$ cat src/inc/irqc_pkg.sv
// Constants, register map and vector table for the interrupt controller.
// Assumes an APB register port and a core that samples the vector load port.
// Overview of operation
// - Source events always set their request flag; pin edges only while the pin is enabled
// - Disabled source keeps flag, never vectors; member enables gate nothing, a disabled member still sets its group
// - Global enable low blocks all vectoring
// - Accept pushes next PC, loads vector
// - Return pops saved address into PC
// - Servicing clears the global enable
// - Flags still latch while servicing
// - Full stack blocks acceptance until pop
// - Simultaneous requests resolved by fixed priority
// - Any flag set wakes from sleep
// - Pin flag set on selected edge type
// - Pin takes interrupt role only when enabled
// - Pin service clears its flag and global
// - Four shared groups aggregate member sources
// - Member flag set also sets group flag
// - Group service clears group flag, global
// - Member flags stay set, software clears
// - Conversion done sets flag, may vector
// - Converter service clears its flag, global
// - Aux register: flags 7..4, enables 3..0
// - Edge select 00 off,01 rise,10 fall,11 both
// - Global enable is bit 0, resets 0
// - Wake on any flag low-to-high change
package irqc_pkg;
    // Sizes
    localparam int N_EXT     = 4;           // External pins
    localparam int N_GRP     = 4;           // Shared groups
    localparam int N_TM      = 4;           // Timer modules, two matches each
    localparam int N_SRC     = 9;           // Vectored sources
    localparam int N_ALLF    = 21;          // Every request flag
    localparam int PC_W      = 13;          // Program counter width
    localparam int STK_DEPTH = 8;           // Return stack depth
    localparam int SP_W      = 4;           // Stack pointer width
    localparam int SEL_W     = 4;           // Source index width
    localparam int ADDR_W    = 8;           // APB address width

    // Register byte offsets
    localparam logic [7:0] OFS_GIE  = 8'h00;
    localparam logic [7:0] OFS_EDGE = 8'h04;
    localparam logic [7:0] OFS_EXT  = 8'h08;
    localparam logic [7:0] OFS_GRP  = 8'h0c;
    localparam logic [7:0] OFS_CONV = 8'h10;
    localparam logic [7:0] OFS_TM   = 8'h14;
    localparam logic [7:0] OFS_AUX  = 8'h18;
    localparam logic [7:0] OFS_STAT = 8'h1c;

    // Field positions
    localparam int GIE_BIT    = 0;
    localparam int FLAG_LSB   = 4;          // Flags of ext, grp and aux words
    localparam int CONV_F_BIT = 1;
    localparam int CONV_E_BIT = 0;
    localparam int TM_F_LSB   = 8;
    localparam int STAT_FULL  = 4;
    localparam int STAT_SRC   = 8;

    // Reset value of every control byte
    localparam logic [7:0] RST_BYTE = 8'h00;

    // Edge select codes
    localparam logic [1:0] EDGE_OFF  = 2'h0;
    localparam logic [1:0] EDGE_RISE = 2'h1;
    localparam logic [1:0] EDGE_FALL = 2'h2;
    localparam logic [1:0] EDGE_BOTH = 2'h3;

    // Source indices, lower index wins
    localparam int SRC_EXT0 = 0;
    localparam int SRC_GRP0 = 4;
    localparam int SRC_CONV = 8;

    // Group that holds the four aux sources
    localparam int AUX_GROUP = 3;

    // Vector address of each source index
    localparam logic [PC_W-1:0] VEC_TABLE [N_SRC] = '{
        13'h0004, 13'h0008, 13'h000c, 13'h0010,
        13'h0014, 13'h0018, 13'h001c, 13'h0020, 13'h0024};
endpackage

$ cat src/hw/mcu_interrupt_controller.sv
// Interrupt controller: request flags, enables, priority, return stack.
// Assumes APB master on clk_sys, single-cycle event pulses from sources,
// and a core that raises insn_boundary when it may be redirected.
//
// Local design decisions: the APB slave port and the register offsets.
`timescale 1ns/10ps
module mcu_interrupt_controller (
    input  wire logic                        clk_sys,
    input  wire logic                        rst_n,
    // APB slave
    input  wire logic                        psel,
    input  wire logic                        penable,
    input  wire logic                        pwrite,
    input  wire logic [irqc_pkg::ADDR_W-1:0] paddr,
    input  wire logic [31:0]                 pwdata,
    output logic      [31:0]                 prdata,
    output logic                             pready,
    output logic                             pslverr,
    // Event sources
    input  wire logic [irqc_pkg::N_EXT-1:0]  ext_pin_in,
    input  wire logic [irqc_pkg::N_TM-1:0]   tm_match_a,
    input  wire logic [irqc_pkg::N_TM-1:0]   tm_match_p,
    input  wire logic                        tb0_tick,
    input  wire logic                        tb1_tick,
    input  wire logic                        nvm_write_done,
    input  wire logic                        low_voltage_evt,
    input  wire logic                        conv_done,
    // Core side
    input  wire logic                        insn_boundary,
    input  wire logic [irqc_pkg::PC_W-1:0]   next_pc,
    input  wire logic                        call_push,
    input  wire logic                        ret_pop,
    input  wire logic                        return_from_interrupt,
    output logic                             pc_load,
    output logic      [irqc_pkg::PC_W-1:0]   pc_load_addr,
    output logic                             irq_taken,
    output logic                             stack_full,
    output logic                             wake_req,
    output logic      [irqc_pkg::N_EXT-1:0]  ext_pin_func_sel
);
    localparam logic [irqc_pkg::N_SRC-1:0] SRC_ONE = 9'h001;

    // Reset synchroniser
    logic rst_meta_ff;                       // First stage, read by second only
    logic rst_core_n;                        // Released copy used everywhere

    always_ff @(posedge clk_sys or negedge rst_n) begin
        if (!rst_n) begin
            rst_meta_ff <= 1'b0;
            rst_core_n  <= 1'b0;
        end else begin
            rst_meta_ff <= 1'b1;
            rst_core_n  <= rst_meta_ff;
        end
    end

    // Control and flag state
    logic                         global_irq_enable_ff;   // Global enable
    logic [7:0]                   edge_sel_ff;            // Edge select register
    logic [irqc_pkg::N_EXT-1:0]   ext_pin_request_flag_ff;
    logic [irqc_pkg::N_EXT-1:0]   ext_pin_irq_enable_ff;
    logic [irqc_pkg::N_GRP-1:0]   shared_group_request_flag_ff;
    logic [irqc_pkg::N_GRP-1:0]   shared_group_enable_ff;
    logic                         conv_done_request_flag_ff;
    logic                         conv_done_irq_enable_ff;
    logic [2*irqc_pkg::N_TM-1:0]  tm_flag_ff;             // P at 2g, A at 2g+1
    logic [2*irqc_pkg::N_TM-1:0]  tm_en_ff;               // Member enables
    logic [3:0]                   aux_flag_ff;            // Aux request flags, one owner
    logic [3:0]                   aux_en_ff;              // Aux member enables, one owner
    logic [irqc_pkg::SP_W-1:0]    sp_ff;                  // Stack pointer
    logic [irqc_pkg::PC_W-1:0]    stk_mem [irqc_pkg::STK_DEPTH]; // Return stack
    logic                         pc_load_ff;
    logic [irqc_pkg::PC_W-1:0]    pc_load_addr_ff;
    logic                         irq_taken_ff;
    logic [irqc_pkg::SEL_W-1:0]   last_src_ff;            // Last serviced source
    logic [irqc_pkg::N_ALLF-1:0]  prev_flags_ff;          // Flags one cycle ago
    logic                         wake_ff;
    logic [31:0]                  prdata_ff;

    // APB decode
    wire apb_setup  = psel & ~penable;
    wire wr_go      = psel & penable & pwrite;
    wire wr_gie     = wr_go & (paddr == irqc_pkg::OFS_GIE);
    wire wr_edge    = wr_go & (paddr == irqc_pkg::OFS_EDGE);
    wire wr_ext     = wr_go & (paddr == irqc_pkg::OFS_EXT);
    wire wr_grp     = wr_go & (paddr == irqc_pkg::OFS_GRP);
    wire wr_conv    = wr_go & (paddr == irqc_pkg::OFS_CONV);
    wire wr_tm      = wr_go & (paddr == irqc_pkg::OFS_TM);
    wire wr_aux     = wr_go & (paddr == irqc_pkg::OFS_AUX);
    wire addr_hit   = (paddr == irqc_pkg::OFS_GIE)  | (paddr == irqc_pkg::OFS_EDGE)
                    | (paddr == irqc_pkg::OFS_EXT)  | (paddr == irqc_pkg::OFS_GRP)
                    | (paddr == irqc_pkg::OFS_CONV) | (paddr == irqc_pkg::OFS_TM)
                    | (paddr == irqc_pkg::OFS_AUX)  | (paddr == irqc_pkg::OFS_STAT);

    assign pready  = 1'b1;                   // Zero wait states
    assign pslverr = psel & penable & ~addr_hit;
    assign prdata  = prdata_ff;

    // Source events
    wire [irqc_pkg::N_EXT-1:0]  ext_hit;
    wire [3:0]                  aux_evt = {tb1_tick, tb0_tick, nvm_write_done, low_voltage_evt};
    wire [2*irqc_pkg::N_TM-1:0] tm_evt;
    wire [irqc_pkg::N_GRP-1:0]  grp_evt;

    irq_edge_detect u_edge (
        .clk_sys    (clk_sys),
        .rst_core_n (rst_core_n),
        .pin_in     (ext_pin_in),
        .edge_sel   (edge_sel_ff),
        .pin_en     (ext_pin_irq_enable_ff),
        .edge_hit   (ext_hit)
    );

    // Pin mux hands the pin to the interrupt path only while enabled
    assign ext_pin_func_sel = ext_pin_irq_enable_ff;

    // Group membership: timer g in group g, aux sources in one group
    genvar g;
    generate
        for (g = 0; g < irqc_pkg::N_GRP; g++) begin : g_grp
            assign tm_evt[2*g]     = tm_match_p[g];
            assign tm_evt[2*g+1]   = tm_match_a[g];
            assign grp_evt[g] = tm_match_p[g] | tm_match_a[g]
                              | ((g == irqc_pkg::AUX_GROUP) & (|aux_evt));
        end
    endgenerate

    // Pending vector and fixed priority pick
    wire [irqc_pkg::N_SRC-1:0] src_flags = {conv_done_request_flag_ff,
                                            shared_group_request_flag_ff,
                                            ext_pin_request_flag_ff};
    wire [irqc_pkg::N_SRC-1:0] src_en    = {conv_done_irq_enable_ff,
                                            shared_group_enable_ff,
                                            ext_pin_irq_enable_ff};
    wire [irqc_pkg::N_SRC-1:0] pend      = src_flags & src_en;
    logic [irqc_pkg::SEL_W-1:0] sel_idx;

    // Lowest index wins
    always_comb begin
        sel_idx = '0;
        for (int i = irqc_pkg::N_SRC - 1; i >= 0; i--) begin
            if (pend[i]) begin
                sel_idx = irqc_pkg::SEL_W'(i);
            end
        end
    end

    // Acceptance and service clears
    wire stk_empty = (sp_ff == '0);
    wire core_op   = call_push | ret_pop | return_from_interrupt;
    wire accept    = global_irq_enable_ff & ~stack_full & insn_boundary & ~core_op
                   & (|pend);
    wire do_pop    = (ret_pop | return_from_interrupt) & ~stk_empty;
    wire do_push   = accept | (call_push & ~stack_full);
    wire [irqc_pkg::N_SRC-1:0] svc_clr = accept ? (SRC_ONE << sel_idx) : '0;
    wire [irqc_pkg::SP_W-1:0]  sp_dec  = sp_ff - 1'b1;
    assign stack_full = (sp_ff == irqc_pkg::SP_W'(irqc_pkg::STK_DEPTH));

    // Next flag values: set beats any clear, write beats service clear
    wire [irqc_pkg::N_EXT-1:0] nxt_ext_flag = ext_hit
        | (wr_ext ? pwdata[irqc_pkg::FLAG_LSB +: irqc_pkg::N_EXT]
                  : (ext_pin_request_flag_ff & ~svc_clr[irqc_pkg::SRC_EXT0 +: irqc_pkg::N_EXT]));
    wire [irqc_pkg::N_GRP-1:0] nxt_grp_flag = grp_evt
        | (wr_grp ? pwdata[irqc_pkg::FLAG_LSB +: irqc_pkg::N_GRP]
                  : (shared_group_request_flag_ff
                     & ~svc_clr[irqc_pkg::SRC_GRP0 +: irqc_pkg::N_GRP]));
    wire nxt_conv_flag = conv_done
        | (wr_conv ? pwdata[irqc_pkg::CONV_F_BIT]
                   : (conv_done_request_flag_ff & ~svc_clr[irqc_pkg::SRC_CONV]));
    // Member flags have no service clear at all
    wire [2*irqc_pkg::N_TM-1:0] nxt_tm_flag = tm_evt
        | (wr_tm ? pwdata[irqc_pkg::TM_F_LSB +: 2*irqc_pkg::N_TM] : tm_flag_ff);
    wire [3:0] nxt_aux_flag = aux_evt
        | (wr_aux ? pwdata[irqc_pkg::FLAG_LSB +: 4] : aux_flag_ff);
    wire nxt_gie = wr_gie ? pwdata[irqc_pkg::GIE_BIT]
                 : (accept ? 1'b0 : global_irq_enable_ff);

    // Every flag in one word for wake detection
    wire [irqc_pkg::N_ALLF-1:0] all_flags = {aux_flag_ff, tm_flag_ff,
                                             src_flags};

    // Request flags, events latch regardless of enables, except pin edges, which need the pin enable
    always_ff @(posedge clk_sys or negedge rst_core_n) begin
        if (!rst_core_n) begin
            ext_pin_request_flag_ff      <= '0;
            shared_group_request_flag_ff <= '0;
            conv_done_request_flag_ff    <= 1'b0;
            tm_flag_ff                   <= '0;
            aux_flag_ff                  <= irqc_pkg::RST_BYTE[7:4];
        end else begin
            ext_pin_request_flag_ff      <= nxt_ext_flag;
            shared_group_request_flag_ff <= nxt_grp_flag;
            conv_done_request_flag_ff    <= nxt_conv_flag;
            tm_flag_ff                   <= nxt_tm_flag;
            aux_flag_ff                  <= nxt_aux_flag;
        end
    end

    // Enables and edge select, written by software only; accept also clears the global enable
    always_ff @(posedge clk_sys or negedge rst_core_n) begin
        if (!rst_core_n) begin
            global_irq_enable_ff   <= 1'b0;
            edge_sel_ff            <= irqc_pkg::RST_BYTE;
            ext_pin_irq_enable_ff  <= '0;
            shared_group_enable_ff <= '0;
            conv_done_irq_enable_ff <= 1'b0;
            tm_en_ff               <= '0;
            aux_en_ff              <= irqc_pkg::RST_BYTE[3:0];
        end else begin
            global_irq_enable_ff <= nxt_gie;
            if (wr_edge) edge_sel_ff <= pwdata[7:0];
            if (wr_ext) ext_pin_irq_enable_ff <= pwdata[irqc_pkg::N_EXT-1:0];
            if (wr_grp) shared_group_enable_ff <= pwdata[irqc_pkg::N_GRP-1:0];
            if (wr_conv) conv_done_irq_enable_ff <= pwdata[irqc_pkg::CONV_E_BIT];
            if (wr_tm) tm_en_ff <= pwdata[2*irqc_pkg::N_TM-1:0];
            if (wr_aux) aux_en_ff <= pwdata[3:0];
        end
    end

    // Return stack storage, no reset needed
    always_ff @(posedge clk_sys) begin
        if (do_push) begin
            stk_mem[sp_ff[irqc_pkg::SP_W-2:0]] <= next_pc;
        end
    end

    // Stack pointer and program counter redirection
    always_ff @(posedge clk_sys or negedge rst_core_n) begin
        if (!rst_core_n) begin
            sp_ff           <= '0;
            pc_load_ff      <= 1'b0;
            pc_load_addr_ff <= '0;
            irq_taken_ff    <= 1'b0;
            last_src_ff     <= '0;
        end else begin
            pc_load_ff   <= accept | do_pop;
            irq_taken_ff <= accept;
            if (do_push) begin
                sp_ff <= sp_ff + 1'b1;
            end else if (do_pop) begin
                sp_ff <= sp_dec;
            end
            if (accept) begin
                pc_load_addr_ff <= irqc_pkg::VEC_TABLE[sel_idx];
                last_src_ff     <= sel_idx;
            end else if (do_pop) begin
                pc_load_addr_ff <= stk_mem[sp_dec[irqc_pkg::SP_W-2:0]];
            end
        end
    end

    // Wake pulse on any flag rising
    always_ff @(posedge clk_sys or negedge rst_core_n) begin
        if (!rst_core_n) begin
            prev_flags_ff <= '0;
            wake_ff       <= 1'b0;
        end else begin
            prev_flags_ff <= all_flags;
            wake_ff       <= |(all_flags & ~prev_flags_ff);
        end
    end

    assign pc_load      = pc_load_ff;
    assign pc_load_addr = pc_load_addr_ff;
    assign irq_taken    = irq_taken_ff;
    assign wake_req     = wake_ff;

    // Read mux
    logic [31:0] rd_word;
    always_comb begin
        rd_word = '0;
        if (paddr == irqc_pkg::OFS_GIE) begin
            rd_word[irqc_pkg::GIE_BIT] = global_irq_enable_ff;
        end else if (paddr == irqc_pkg::OFS_EDGE) begin
            rd_word[7:0] = edge_sel_ff;
        end else if (paddr == irqc_pkg::OFS_EXT) begin
            rd_word[7:0] = {ext_pin_request_flag_ff, ext_pin_irq_enable_ff};
        end else if (paddr == irqc_pkg::OFS_GRP) begin
            rd_word[7:0] = {shared_group_request_flag_ff, shared_group_enable_ff};
        end else if (paddr == irqc_pkg::OFS_CONV) begin
            rd_word[1:0] = {conv_done_request_flag_ff, conv_done_irq_enable_ff};
        end else if (paddr == irqc_pkg::OFS_TM) begin
            rd_word[15:0] = {tm_flag_ff, tm_en_ff};
        end else if (paddr == irqc_pkg::OFS_AUX) begin
            rd_word[7:0] = {aux_flag_ff, aux_en_ff};
        end else if (paddr == irqc_pkg::OFS_STAT) begin
            rd_word[irqc_pkg::SP_W-1:0] = sp_ff;
            rd_word[irqc_pkg::STAT_FULL] = stack_full;
            rd_word[irqc_pkg::STAT_SRC +: irqc_pkg::SEL_W] = last_src_ff;
        end
    end

    // Read data captured in the setup phase
    always_ff @(posedge clk_sys or negedge rst_core_n) begin
        if (!rst_core_n) begin
            prdata_ff <= '0;
        end else if (apb_setup) begin
            prdata_ff <= rd_word;
        end
    end
endmodule

$ cat src/hw/irq_edge_detect.sv
// Edge detectors for the external interrupt pins.
// Assumes pins already synchronous to clk_sys and a synchronised reset.
`timescale 1ns/10ps
module irq_edge_detect (
    input  wire logic                         clk_sys,
    input  wire logic                         rst_core_n,
    input  wire logic [irqc_pkg::N_EXT-1:0]   pin_in,
    input  wire logic [2*irqc_pkg::N_EXT-1:0] edge_sel,
    input  wire logic [irqc_pkg::N_EXT-1:0]   pin_en,
    output logic      [irqc_pkg::N_EXT-1:0]   edge_hit
);
    logic [irqc_pkg::N_EXT-1:0] prev_ff;    // Pin level one cycle ago
    logic                       prime_ff;   // History valid after reset

    // Keep last pin level; prime blocks a false edge right after reset
    always_ff @(posedge clk_sys or negedge rst_core_n) begin
        if (!rst_core_n) begin
            prev_ff  <= '0;
            prime_ff <= 1'b0;
        end else begin
            prev_ff  <= pin_in;
            prime_ff <= 1'b1;
        end
    end

    // One detector per pin
    genvar g;
    generate
        for (g = 0; g < irqc_pkg::N_EXT; g++) begin : g_pin
            wire       rise = pin_in[g] & ~prev_ff[g];
            wire       fall = ~pin_in[g] & prev_ff[g];
            wire [1:0] sel  = edge_sel[2*g +: 2];
            wire       match = ((sel == irqc_pkg::EDGE_RISE) & rise)
                             | ((sel == irqc_pkg::EDGE_FALL) & fall)
                             | ((sel == irqc_pkg::EDGE_BOTH) & (rise | fall));
            // Pin only acts as an interrupt input while enabled
            assign edge_hit[g] = prime_ff & pin_en[g] & match;
        end
    endgenerate
endmodule

$ cat config.mk
export PLATFORM = sky130hd
export DESIGN_NAME = mcu_interrupt_controller
export DESIGN_NICKNAME = d
export VERILOG_FILES = /design/src/inc/irqc_pkg.sv /design/src/hw/mcu_interrupt_controller.sv /design/src/hw/irq_edge_detect.sv
export SDC_FILE = /design/constraint.sdc
export NUM_CORES = 1
export LEC_CHECK = 0
export ABC_AREA = 1
export BUFFER_PORTS_ARGS = -buffer_cell sky130_fd_sc_hd__buf_2
export CORE_MARGIN = 5
export CORE_UTILIZATION = 30
export CTS_BUF_LIST = sky130_fd_sc_hd__clkbuf_2 sky130_fd_sc_hd__clkbuf_4 sky130_fd_sc_hd__clkbuf_8
export DETAILED_ROUTE_END_ITERATION = 7
export GPL_TIMING_DRIVEN = 0
export PLACE_DENSITY = 0.54
export SLEW_MARGIN = 20
export SYNTH_ARGS = -nofsm -noshare
export SYNTH_HDL_FRONTEND = slang
export SYNTH_HIERARCHICAL = 1
export SYNTH_SLANG_ARGS = --single-unit
$ cat constraint.sdc
create_clock -name clk_sys -period 11.4 [get_ports clk_sys]
set_input_delay 0.57 -clock clk_sys [delete_from_list [all_inputs] [get_ports clk_sys]]
set_output_delay 0.57 -clock clk_sys [all_outputs]
set_load 0.05 [all_outputs]
==> run summary <==
Avg Synthesized Cell Area - 9.90 um^2
Slowest Stage Delay on Critical Path - 0.61 ns
cell mode on critical path - buf_2
R2R Setup Slk - 8.17 ns
die height - 192 um
r2r startpoint - sp_ff[0]$_DFFE_PN0P_
worst reg2reg path endpoint - stk_mem[1][6]$_DFFE_PP_
Fillers - 3,306
Core Region - 0.0326 mm^2
vias - 7,539
Wirelength per Cell - 17.4 um
CTS tree - yes
Slew headroom - 0.412
reg2reg path depth - 14
CTS Sinks - 223
PD cells - 215 mW/mm^2
vias in the first global route - 7,469
RSZ-0062 raised after global routing - false
area grow syn2layout - 20.6%
number of synthesized flops with an enable pin - 104
top-count cell post-synth - nand2_1
Netlist cell types - 40
max frequency - 309 MHz
GRT Util Overall - 0.155
Tmin final - 3.24 ns
area of the multi-input gates - 0.00321 mm^2
hold worst-path end - u_edge/prev_ff[2]$_DFF_PN0_
router iterations before antenna repair - 5
die area - 0.0369 mm^2
Seq cells post-synth - 223
share of async-settable or async-resettable flops after synthesis - 0.534
final period utilization - 0.284
clk_lat worst skew - 0.53 ns
synthesized cell area - 0.00996 mm^2
die width - 192 um
GRT overflow - 0
hold wc startpoint - ext_pin_in[2]
row count - 66
most frequent cells after synthesis - 213 x nand2_1, 119 x dfrtp_1, 112 x nor2_1
initial drt markers - 436
Routed WL - 28.6 mm
Crit. End Element - output pin
post-CTS resize count - 0
initial antenna violation count - 3
synthesis warning total - 6
sequential area share after synthesis - 0.613
crit start category - flop
GPL Wtd Cong - 0.819
Layout Nets - 1,263
routed vias/inst - 4.59
endpoints failing setup - 0
total CTS buffers - 37
worst slew pin tran - 0.881 ns
clk buf depth - 3
Synth top area share - 0.314
PortBufs - 100
post-synth top area cell - edfxtp_1
setup ws final - 8.16 ns
largest net degree at the start of global routing - 54
Worst EP arrival - 2.67 ns
Root Buffer - clkbuf_8
# DRC - 0
Register Area - 0.00610 mm^2
Worst VDD drop - 0.000180 V
H-tree depth - 2
clock slew at reported path FFs - 0.06 ns
top cells by area, synth - edfxtp_1 31%, dfrtp_1 30%, nand2_1 8.0%
Min-Delay Path Class - in2reg
count of pins over their slew limit - 0
Hold Vio Cnt, Final - 0
WS Path Type - reg2out
Clock Skews - 0.0145 ns
CP cell instances - inv_1, buf_2, clkbuf_1, ha_1, nand2_4, nor2_4, buf_2
Required @ worst endpoint - 10.83 ns
Hold Crit Depth - 1
pre-CTS setup slack - 8.21 ns
Ports - 134
first-pass GRT wire length - 43.8 mm
Post-CTS Setup Inserts - 0
setup tns final - 0 ns
Top FF cell, synth - dfrtp_1
Worst Path Max Fanout - 10
fraction of layout cells with a size suffix above 1 - 0.218
Synth Instances - 1,006
DRT antenna net count - 0
slowest stage cell, crit path - clkbuf_1
dpl hpwl - 20.8 mm
initial cell density of the core - 0.305
status - finished clean
Leak - 5.41 nW
max cap viols - 0
state kept, by name, summed over array words and instances (netlist names), 4 cells and up:
name / count
stk_mem: 104
prev_flags_ff: 21
prdata: 16
pc_load_addr: 13
edge_sel_ff: 8
tm_en_ff: 8
tm_flag_ff: 8
aux_en_ff: 4
aux_flag_ff: 4
ext_pin_func_sel: 4
ext_pin_request_flag_ff: 4
last_src_ff: 4
shared_group_enable_ff: 4
shared_group_request_flag_ff: 4
sp_ff: 4
u_edge/prev_ff: 4
kinds of logic after synthesis:
| logic type | after synthesis | synth area share |
|---|---|---|
| compound gates | 193 | 0.115 |
| other cells | 3 | 0.00113 |
| fa+ha+maj | 13 | 0.0163 |
| flops | 223 | 0.613 |
| buf+inv | 162 | 0.0731 |
| xor+xnor | 4 | 0.00352 |
| simple gates | 408 | 0.178 |
repair_timing:
action,4_1_cts,5_1_grt
setup endpoints to repair,0,0
hold endpoints to repair,2,0
hold buffers,1,0
worst max path at each step:
stage                              start                     endpoint  slack (ns)  cells past startpoint
global route        sp_ff[0]$_DFFE_PN0P_  pc_load_addr[7]$_DFFE_PN0P_        7.98                     11
detailed placement  sp_ff[0]$_DFFE_PN0P_     stk_mem[3][11]$_DFFE_PP_        8.21                     13
global placement    rst_core_n$_DFF_PN0_       prdata[11]$_DFFE_PN0P_        6.23                      0
floorplan           rst_core_n$_DFF_PN0_     aux_en_ff[0]$_DFFE_PN0P_        7.84                      0
finish              sp_ff[0]$_DFFE_PN0P_                   stack_full        8.16                      7
CTS                 sp_ff[0]$_DFFE_PN0P_                   stack_full        8.12                      7
critical path: cells and delay by family, from the launching register on:
kind	cells	cell delay, ns
fa+ha+maj	1	0.34
simple gates	2	0.24
flops	1	0.40
buf+inv	4	1.17
per-layer routing:
layer / vias up / GRT usage / wire length, um / part of all wire
met5: - / 0 / 0 / 0
met4: 0 / 0.0428 / 562 / 0.020
met3: 42 / 0.0353 / 2110 / 0.074
met2: 260 / 0.254 / 13300 / 0.47
met1: 3569 / 0.207 / 12600 / 0.44
li1: 3668 / - / - / -
cells in the final DEF, fill, tap and decap left out, types with 13 or more instances in the layout:
cell type  netlist  layout
a21oi_1         33      33
nand2_1        213     213
o22ai_1         18      18
o21ai_0         84      84
buf_4           18      20
clkbuf_4         0      15
clkbuf_8         0      45
o211ai_1        13      13
inv_1           97      97
buf_2           14     114
ha_1            13      13
dfrtp_1        119     118
edfxtp_1       104     104
nor2_1         112     106
conb_1           3      19
nand3_1         37      37
o21ai_1         14      14
power breakdown:
group / internal [mW] / switching (mW) / leakage (nW)
clock: 0.404 / 0.314 / 0.401
combinational: 0.257 / 0.624 / 2.70
sequential: 0.942 / 0.0409 / 2.30
stage by stage:
stage / area [um^2] / instances / hold slack (ns) / utilization / total power [mW]
detailed placement: 11200 / 1573 / 0.205 / 0.344 / 1.88
finish: 12000 / 1643 / 0.183 / 0.368 / 2.58
global placement: 11100 / 1564 / 0.335 / 0.339 / 1.85
CTS: 12000 / 1639 / 0.151 / 0.368 / 2.61
floorplan: 10000 / 1022 / 0.274 / - / 1.57
global route: 12000 / 1640 / 0.154 / 0.368 / 2.74
cell type report:
| type | instances | area share |
|---|---|---|
| Antenna cell | 4 | 0.000834 |
| Buffer | 49 | 0.0251 |
| Clock buffer | 60 | 0.0610 |
| Clock inverter | 5 | 0.00198 |
| Inverter | 113 | 0.0355 |
| Multi-Input combinational cell | 637 | 0.267 |
| Sequential cell | 223 | 0.508 |
| Tap cell | 442 | 0.0461 |
| Timing Repair Buffer | 110 | 0.0537 |
Power figures use the tool's default switching activity.
